$ cat config.mk
export PLATFORM = sky130hd
export DESIGN_NAME = adrm_top
export DESIGN_NICKNAME = d
export VERILOG_FILES = /design/src/shared/adrm_pkg.sv /design/src/design/adrm_dsm.sv /design/src/design/adrm_top.sv
export SDC_FILE = /design/constraint.sdc
export NUM_CORES = 2
export LEC_CHECK = 0
export BUFFER_PORTS_ARGS = -buffer_cell sky130_fd_sc_hd__buf_4
export CAP_MARGIN = 25
export CORE_MARGIN = 3
export CORE_UTILIZATION = 30
export CTS_BUF_LIST = sky130_fd_sc_hd__clkbuf_4 sky130_fd_sc_hd__clkbuf_8 sky130_fd_sc_hd__clkbuf_16
export DETAILED_ROUTE_END_ITERATION = 6
export GPL_TIMING_DRIVEN = 1
export HOLD_SLACK_MARGIN = 0.03
export PLACE_DENSITY = 0.52
export SLEW_MARGIN = 20
export SYNTH_ARGS = -nofsm -noshare
export SYNTH_HDL_FRONTEND = slang
export SYNTH_HIERARCHICAL = 1
export SYNTH_SLANG_ARGS = --single-unit
$ cat constraint.sdc
create_clock -name CLOCK -period 8.19 [get_ports CLOCK]
set_input_delay 2.0475 -clock CLOCK [delete_from_list [all_inputs] [get_ports CLOCK]]
set_output_delay 2.0475 -clock CLOCK [all_outputs]
set_load 0.02 [all_outputs]
$ cat src/shared/adrm_pkg.sv
// constants, state codes and rate figures shared by the converter digital path
// assumes one 100 MHz clock and a single-channel signed sample stream
//
// Notes on behaviour
// - sample to modulator input takes 11.125 sample periods at any rate.
// - during power-on reset the output is invalid and held at bipolar zero.
// - a low external reset input puts the device into reset; the partner drives it.
// - after reset release output stays at bipolar zero for 1024 system clocks.
// - modulator requantises to five levels with third-order noise shaping.
// - interpolator raises the sample rate eight times before the modulator.
// - modulator rate is 48 fs with 384 fs clock, 64 fs with 256 fs.
// - system clock is generated internally and driven on the system clock output.
// - ratio select low picks 384 fs, high picks 256 fs.
package adrm_pkg;

  // ----------------------------------------------------------------
  // clock and rates
  // ----------------------------------------------------------------
  localparam longint CLK_HZ = 100_000_000;
  localparam longint REF_HZ = 27_000_000;
  localparam longint FS_HZ = 48_000;
  localparam int NCO_W = 32;
  localparam int RATIO_LO = 384;
  localparam int RATIO_HI = 256;
  localparam logic [NCO_W-1:0] NCO_INC_LO = NCO_W'((FS_HZ * RATIO_LO * (64'h1 << NCO_W)) / CLK_HZ);
  localparam logic [NCO_W-1:0] NCO_INC_HI = NCO_W'((FS_HZ * RATIO_HI * (64'h1 << NCO_W)) / CLK_HZ);
  localparam int OSR_INTERP = 8;
  localparam int OSR_MOD_LO = 48;
  localparam int OSR_MOD_HI = 64;
  localparam int CNT_W = 3;
  localparam logic [CNT_W-1:0] MOD_DIV_LO = CNT_W'(RATIO_LO / OSR_MOD_LO - 1);
  localparam logic [CNT_W-1:0] MOD_DIV_HI = CNT_W'(RATIO_HI / OSR_MOD_HI - 1);
  localparam logic [CNT_W-1:0] IP_DIV_LO = CNT_W'(OSR_MOD_LO / OSR_INTERP - 1);
  localparam logic [CNT_W-1:0] IP_DIV_HI = CNT_W'(OSR_MOD_HI / OSR_INTERP - 1);
  localparam logic [CNT_W-1:0] PH_LAST = CNT_W'(OSR_INTERP - 1);
  localparam int PH_SHIFT = 3;

  // ----------------------------------------------------------------
  // latency and initialisation
  // ----------------------------------------------------------------
  localparam int LAT_MILLI = 11125;
  localparam int LAT_TICKS = LAT_MILLI * OSR_INTERP / 1000;
  localparam int LAT_PAD = LAT_TICKS - OSR_INTERP;
  localparam int LAT_CW = 7;
  localparam int INIT_CYC = 1024;
  localparam int INIT_W = 10;
  localparam logic [INIT_W-1:0] INIT_LAST = INIT_W'(INIT_CYC - 1);

  // ----------------------------------------------------------------
  // data and modulator
  // ----------------------------------------------------------------
  localparam int DW = 16;
  localparam int LVL_W = 3;
  localparam logic [LVL_W-1:0] LVL_MID = 3'h2;
  localparam logic [LVL_W-1:0] LVL_MAX = 3'h4;
  localparam int DSM_W = 24;
  localparam int DSM_QSH = 14;
  localparam logic signed [DSM_W-1:0] DSM_AMP = 24'sh000002;
  localparam logic signed [DSM_W-1:0] DSM_HALF = 24'sh002000;
  localparam logic signed [DSM_W-1:0] DSM_ERR_LIM = 24'sh008000;

  typedef enum logic [2:0] {
    ADRM_ST_RESET = 3'h1,
    ADRM_ST_INIT = 3'h2,
    ADRM_ST_RUN = 3'h4
  } adrm_state_t;

endpackage
$ cat src/design/adrm_dsm.sv
// third-order five-level delta-sigma requantiser
// assumes step pulses at the modulator rate and hold from the reset sequencer
`timescale 1ns/100ps
module adrm_dsm (
  // clock and reset
  input wire logic clk,
  input wire logic rst_b,
  // control
  input wire logic step,
  input wire logic hold,
  // data
  input wire logic signed [adrm_pkg::DW-1:0] x,
  output logic [adrm_pkg::LVL_W-1:0] level_r,
  output logic strobe_r
);

  // ----------------------------------------------------------------
  // error-feedback loop, noise transfer (1 - z^-1)^3
  // ----------------------------------------------------------------
  logic signed [adrm_pkg::DSM_W-1:0] e1_r, e2_r, e3_r;
  logic signed [adrm_pkg::DSM_W-1:0] v, q, err;

  always_comb begin
    v = adrm_pkg::DSM_W'(x >>> 1) + (e1_r <<< 1) + e1_r - (e2_r <<< 1) - e2_r + e3_r;
    q = (v + adrm_pkg::DSM_HALF) >>> adrm_pkg::DSM_QSH;
    if (q > adrm_pkg::DSM_AMP) begin
      q = adrm_pkg::DSM_AMP;
    end else if (q < -adrm_pkg::DSM_AMP) begin
      q = -adrm_pkg::DSM_AMP;
    end
    err = v - (q <<< adrm_pkg::DSM_QSH);
    if (err > adrm_pkg::DSM_ERR_LIM) begin
      err = adrm_pkg::DSM_ERR_LIM;
    end else if (err < -adrm_pkg::DSM_ERR_LIM) begin
      err = -adrm_pkg::DSM_ERR_LIM;
    end
  end

  always_ff @(posedge clk or negedge rst_b) begin
    if (!rst_b) begin
      e1_r <= '0;
      e2_r <= '0;
      e3_r <= '0;
    end else if (hold) begin
      e1_r <= '0;
      e2_r <= '0;
      e3_r <= '0;
    end else if (step) begin
      e1_r <= err;
      e2_r <= e1_r;
      e3_r <= e2_r;
    end
  end

  always_ff @(posedge clk or negedge rst_b) begin
    if (!rst_b) begin
      level_r <= adrm_pkg::LVL_MID;
      strobe_r <= 1'b0;
    end else begin
      strobe_r <= step;
      if (hold) begin
        level_r <= adrm_pkg::LVL_MID;
      end else if (step) begin
        level_r <= adrm_pkg::LVL_W'(q + adrm_pkg::DSM_AMP);
      end
    end
  end
endmodule

$ cat src/design/adrm_top.sv
// converter digital path: clock generation, reset sequencing, 8x interpolation,
// fixed-latency alignment and the delta-sigma modulator
// assumes sample data come from logic on CLOCK; reset and ratio pins are asynchronous
`timescale 1ns/100ps
module adrm_top (
  // clock and power-on reset
  input wire logic CLOCK,
  input wire logic RST_B,
  // pins
  input wire logic EXTERNAL_RESET_N,
  input wire logic CLOCK_RATIO_SELECT,
  output logic SYSTEM_CLOCK_OUTPUT,
  // sample input
  input wire logic [adrm_pkg::DW-1:0] SAMPLE_DATA,
  output logic SAMPLE_TAKEN,
  // modulator output
  output logic [adrm_pkg::LVL_W-1:0] MOD_LEVEL,
  output logic MOD_STROBE,
  output logic OUTPUT_VALID
);

  // ----------------------------------------------------------------
  // pin synchronisers
  // ----------------------------------------------------------------
  logic rst_m_r, ext_rst_n_r, sel_m_r, sel_r;

  always_ff @(posedge CLOCK or negedge RST_B) begin
    if (!RST_B) begin
      rst_m_r <= 1'b0;
      ext_rst_n_r <= 1'b0;
      sel_m_r <= 1'b0;
      sel_r <= 1'b0;
    end else begin
      rst_m_r <= EXTERNAL_RESET_N;
      ext_rst_n_r <= rst_m_r;
      sel_m_r <= CLOCK_RATIO_SELECT;
      sel_r <= sel_m_r;
    end
  end

  // ----------------------------------------------------------------
  // system clock generator
  // ----------------------------------------------------------------
  logic [adrm_pkg::NCO_W-1:0] acc_r, inc;
  logic [adrm_pkg::NCO_W:0] acc_sum;
  logic sys_en;

  assign inc = sel_r ? adrm_pkg::NCO_INC_HI : adrm_pkg::NCO_INC_LO;
  assign acc_sum = {1'b0, acc_r} + {1'b0, inc};
  assign sys_en = acc_sum[adrm_pkg::NCO_W];

  always_ff @(posedge CLOCK or negedge RST_B) begin
    if (!RST_B) begin
      acc_r <= '0;
      SYSTEM_CLOCK_OUTPUT <= 1'b0;
    end else begin
      acc_r <= acc_sum[adrm_pkg::NCO_W-1:0];
      SYSTEM_CLOCK_OUTPUT <= acc_r[adrm_pkg::NCO_W-1];
    end
  end

  // ----------------------------------------------------------------
  // rate dividers
  // ----------------------------------------------------------------
  logic [adrm_pkg::CNT_W-1:0] mod_cnt_r, ip_cnt_r, phase_r, mod_last, ip_last;
  logic mod_en, ip_en, samp_en;

  assign mod_last = sel_r ? adrm_pkg::MOD_DIV_HI : adrm_pkg::MOD_DIV_LO;
  assign ip_last = sel_r ? adrm_pkg::IP_DIV_HI : adrm_pkg::IP_DIV_LO;
  // exact match: a count left above a smaller limit wraps through zero
  assign mod_en = sys_en && mod_cnt_r == mod_last;
  assign ip_en = mod_en && ip_cnt_r == ip_last;
  assign samp_en = ip_en && phase_r == adrm_pkg::PH_LAST;

  always_ff @(posedge CLOCK or negedge RST_B) begin
    if (!RST_B) begin
      mod_cnt_r <= '0;
      ip_cnt_r <= '0;
      phase_r <= '0;
    end else begin
      if (sys_en) begin
        mod_cnt_r <= mod_en ? '0 : mod_cnt_r + 1'b1;
      end
      if (mod_en) begin
        ip_cnt_r <= ip_en ? '0 : ip_cnt_r + 1'b1;
      end
      if (ip_en) begin
        phase_r <= phase_r + 1'b1;
      end
    end
  end

  // ----------------------------------------------------------------
  // reset sequencer
  // ----------------------------------------------------------------
  adrm_pkg::adrm_state_t st_r;
  logic [adrm_pkg::INIT_W-1:0] init_cnt_r;
  logic run;

  assign run = st_r == adrm_pkg::ADRM_ST_RUN;
  assign OUTPUT_VALID = run;

  always_ff @(posedge CLOCK or negedge RST_B) begin
    if (!RST_B) begin
      st_r <= adrm_pkg::ADRM_ST_RESET;
      init_cnt_r <= '0;
    end else if (!ext_rst_n_r) begin
      st_r <= adrm_pkg::ADRM_ST_RESET;
      init_cnt_r <= '0;
    end else begin
      case (st_r)
        adrm_pkg::ADRM_ST_RESET: begin
          st_r <= adrm_pkg::ADRM_ST_INIT;
          init_cnt_r <= '0;
        end
        adrm_pkg::ADRM_ST_INIT: begin
          if (sys_en) begin
            if (init_cnt_r == adrm_pkg::INIT_LAST) begin
              st_r <= adrm_pkg::ADRM_ST_RUN;
            end
            init_cnt_r <= init_cnt_r + 1'b1;
          end
        end
        adrm_pkg::ADRM_ST_RUN: begin
          st_r <= adrm_pkg::ADRM_ST_RUN;
        end
        default: begin
          st_r <= adrm_pkg::ADRM_ST_RESET;
          init_cnt_r <= '0;
        end
      endcase
    end
  end

  // ----------------------------------------------------------------
  // linear 8x interpolator
  // ----------------------------------------------------------------
  logic signed [adrm_pkg::DW-1:0] cur_r, prev_r, interp;
  logic signed [adrm_pkg::DW:0] diff;
  logic signed [adrm_pkg::DW+adrm_pkg::CNT_W+1:0] step_val;

  assign diff = (adrm_pkg::DW+1)'(cur_r) - (adrm_pkg::DW+1)'(prev_r);
  assign step_val = (diff * $signed({2'b00, phase_r} + 5'sd1)) >>> adrm_pkg::PH_SHIFT;
  assign interp = adrm_pkg::DW'(prev_r + step_val);
  assign SAMPLE_TAKEN = samp_en && run;

  always_ff @(posedge CLOCK or negedge RST_B) begin
    if (!RST_B) begin
      cur_r <= '0;
      prev_r <= '0;
    end else if (!run) begin
      cur_r <= '0;
      prev_r <= '0;
    end else if (samp_en) begin
      cur_r <= SAMPLE_DATA;
      prev_r <= cur_r;
    end
  end

  // ----------------------------------------------------------------
  // latency alignment line
  // ----------------------------------------------------------------
  logic signed [adrm_pkg::DW-1:0] dl_r [adrm_pkg::LAT_PAD];
  logic signed [adrm_pkg::DW-1:0] mod_in_r;

  always_ff @(posedge CLOCK or negedge RST_B) begin
    if (!RST_B) begin
      for (int i = 0; i < adrm_pkg::LAT_PAD; i++) begin
        dl_r[i] <= '0;
      end
      mod_in_r <= '0;
    end else if (!run) begin
      for (int i = 0; i < adrm_pkg::LAT_PAD; i++) begin
        dl_r[i] <= '0;
      end
      mod_in_r <= '0;
    end else if (ip_en) begin
      dl_r[0] <= interp;
      for (int i = 1; i < adrm_pkg::LAT_PAD; i++) begin
        dl_r[i] <= dl_r[i-1];
      end
      mod_in_r <= dl_r[adrm_pkg::LAT_PAD-1];
    end
  end

  // ----------------------------------------------------------------
  // modulator
  // ----------------------------------------------------------------
  adrm_dsm u_dsm (
    .clk(CLOCK),
    .rst_b(RST_B),
    .step(mod_en),
    .hold(!run),
    .x(mod_in_r),
    .level_r(MOD_LEVEL),
    .strobe_r(MOD_STROBE)
  );

  // ----------------------------------------------------------------
  // checks
  // ----------------------------------------------------------------
  logic probe_busy_r;
  logic [adrm_pkg::LAT_CW-1:0] probe_cnt_r;
  logic signed [adrm_pkg::DW-1:0] probe_val_r;

  always_ff @(posedge CLOCK or negedge RST_B) begin
    if (!RST_B) begin
      probe_busy_r <= 1'b0;
      probe_cnt_r <= '0;
      probe_val_r <= '0;
    end else if (!run) begin
      probe_busy_r <= 1'b0;
    end else if (!probe_busy_r && samp_en) begin
      probe_busy_r <= 1'b1;
      probe_cnt_r <= '0;
      probe_val_r <= SAMPLE_DATA;
    end else if (probe_busy_r && ip_en) begin
      probe_cnt_r <= probe_cnt_r + 1'b1;
      if (probe_cnt_r == adrm_pkg::LAT_CW'(adrm_pkg::LAT_TICKS - 1)) begin
        probe_busy_r <= 1'b0;
      end
    end
  end
endmodule

==> impl_metrics.tcl <==
set metrics [dict create \
    layout_common_cells "2615 x nand2_1, 1390 x dfrtp_1, 1326 x a21oi_1" \
    power_frac_comb_pct 4.4 \
    drive_above_1_share_pct 8.97 \
    cts.hold.buffers_added 0 \
    htreeDepth 4 \
    clock_power_share_pct 48.2 \
    mostFrequentLayoutCell "nand2_1" \
    fp.dieW_um 471 \
    rsz0062_at_grt "true" \
    p_per_area_mw_per_mm2 203 \
    overflow 0 \
    cts_made_buffers 157 \
    nets 7319 \
    p_leak_nw 29.6 \
    route.detailed.drc 0 \
    antenna_found_initial 2 \
    slew_violations 0 \
    skew_ns 0.0431 \
    swShare_pct 23.0 \
    switchingPower_w 0.00344 \
    insertion_delay_ns 0.79 \
    hold_viol 0 \
    cts_tree "done" \
    placed_area_mm2 0.0676 \
    post-route-period-util_pct 98.1 \
    setup.worst_path.class "flip-flop to flip-flop" \
    final_area_mm2 0.0739 \
    drt_iter0_drc 3368 \
    antenna_left 0 \
    viasPerCell 4.64 \
    slowest_stage "fa_1" \
    avgSynthCellArea_um2 9.00 \
    start_util_pct 30.4 \
    max_stage_delay_ns 0.57 \
    netlist_area_mm2 0.0648 \
    required_ns 8.87 \
    ctsLongestPathBuffers 3 \
    fin_crit_ns 8.04 \
    place.gp.congestion 0.798 \
    syn_nets 7454 \
    cts.sinks 1397 \
    drt-pass1-iter-count 7 \
    rows 169 \
    crit_arrival_ns 8.72 \
    grt_pass1_vias 46100 \
    die_h_um 471 \
    finalSetupViolations 0 \
    yosysWarnings 6 \
    status "finished, final reports clean" \
    end_kind "flip-flop" \
    die_area_mm2 0.221 \
    wl_per_cell_um 12.9 \
    power.total_w 0.0150 \
    boundaryPins 27 \
    fp.coreArea_mm2 0.213 \
    synthCells 7193 \
    ir_drop_mv 0.148 \
    area_delta_synth_final_pct 14.1 \
    io_buffers 26 \
    p_seq_share_pct 47.3 \
    cts_root_buf "clkbuf_16" \
    grt_max_degree 237 \
    vias 46400 \
    hpwl_um 71600 \
    wirelength_um 129000 \
    grt_usage_pct 11.5 \
    cp_max_fo 8 \
    cts.clk_slew.worst_paths_ns 0.06 \
    fin_tns_setup_ns 0 \
    maxSlewHeadroom_pct 19.2 \
    start_kind "flip-flop" \
    grt_pass1_wl_um 224000 \
    internal-power_w 0.0115 \
    min_path_type "flip-flop to flip-flop" \
    clock.fmax_ghz 0.124 \
    worst_pin_slew_ns 1.21 \
    maxCapViolCount 0 \
]
repair_timing:
item	4_1_cts	5_1_grt
gates resized for setup	12	120
pin swaps	5	59
setup endpoints to repair	24	24
hold endpoints to repair	0	0
setup buffers	1	29
gates cloned	0	2
area by class of cell:
class	instances	area (um^2)
Fill cell	21800	139000
Inverter	279	1050
Timing Repair Buffer	202	1950
Tap cell	2821	3530
Sequential cell	1397	35000
Multi-Input combinational cell	5021	26900
Clock buffer	237	4750
Clock inverter	47	731
Antenna cell	1	2.50
through the flow:
stage	setup slack (ns)	utilization, %	std cells	hold slack (ns)
6_report	0.153	34.6	10000	0.348
5_1_grt	-0.202	34.6	10000	0.365
4_1_cts	0.00447	34.3	9972	0.350
3_5_place_dp	-0.0553	31.7	9687	0.336
3_3_place_gp	0.0204	31.7	9687	0.336
2_1_floorplan	0.0246	-	7193	0.331
registers in the layout, indices dropped and copies added (netlist names):
name                 flops
u_dsm/level_r            3
mod_in_r                15
u_dsm/e1_r              24
SYSTEM_CLOCK_OUTPUT      1
dl_r                  1215
acc_r                   32
u_dsm/strobe_r           1
prev_r                  16
phase_r                  3
ext_rst_n_r              1
u_dsm/e2_r              24
u_dsm/e3_r              24
cur_r                   16
rst_m_r                  1
init_cnt_r              10
ip_cnt_r                 3
sel_m_r                  1
mod_cnt_r                3
st_r                     3
sel_r                    1
worst max-delay path, delay by kind of cell (launching register included):
kind                       cells  cell delay [ns]
AOI/OAI and AO/OA             16             3.41
xor gates and xnor gates       1             0.16
adders and majority gates      6             2.27
buffers and inverters          8             0.83
DFF                            1             0.41
and+or+nand+nor                6             0.83
power by group through the flow:
stage / Sequential [W] / Combinational (W) / Clock, W
2_1_floorplan: 0.00720 / 0.000425 / 0
3_3_place_gp: 0.00721 / 0.000668 / 0
3_5_place_dp: 0.00721 / 0.000686 / 0
4_1_cts: 0.00709 / 0.000690 / 0.00753
5_1_grt: 0.00710 / 0.000768 / 0.00779
6_report: 0.00709 / 0.000667 / 0.00723
worst paths after layout:
kind | slack, ns | end | startpoint | depth (start not counted)
worst min register to register | 0.35 | ext_rst_n_r$_DFF_PN0_ | rst_m_r$_DFF_PN0_ | 0
worst min-delay path | 0.35 | ext_rst_n_r$_DFF_PN0_ | rst_m_r$_DFF_PN0_ | 0
min in group asynchronous | 1.21 | acc_r[11]$_DFF_PN0_ | RST_B | 1
worst max-delay path | 0.15 | u_dsm/e1_r[3]$_DFFE_PN0P_ | u_dsm/e2_r[1]$_DFFE_PN0P_ | 37
worst max register to register | 0.15 | u_dsm/e1_r[3]$_DFFE_PN0P_ | u_dsm/e2_r[1]$_DFFE_PN0P_ | 37
max in group asynchronous | 5.10 | dl_r[690]$_DFFE_PN0P_ | RST_B | 3
per-layer routing:
layer | global-route usage, % | up-vias | wire [um]
met5 | 0 | - | 0
li1 | - | 23000 | -
met3 | 1.85 | 179 | 3670
met1 | 15.8 | 22800 | 62700
met4 | 3.18 | 0 | 2760
met2 | 18.9 | 440 | 59800
Power figures use the tool's default switching activity.
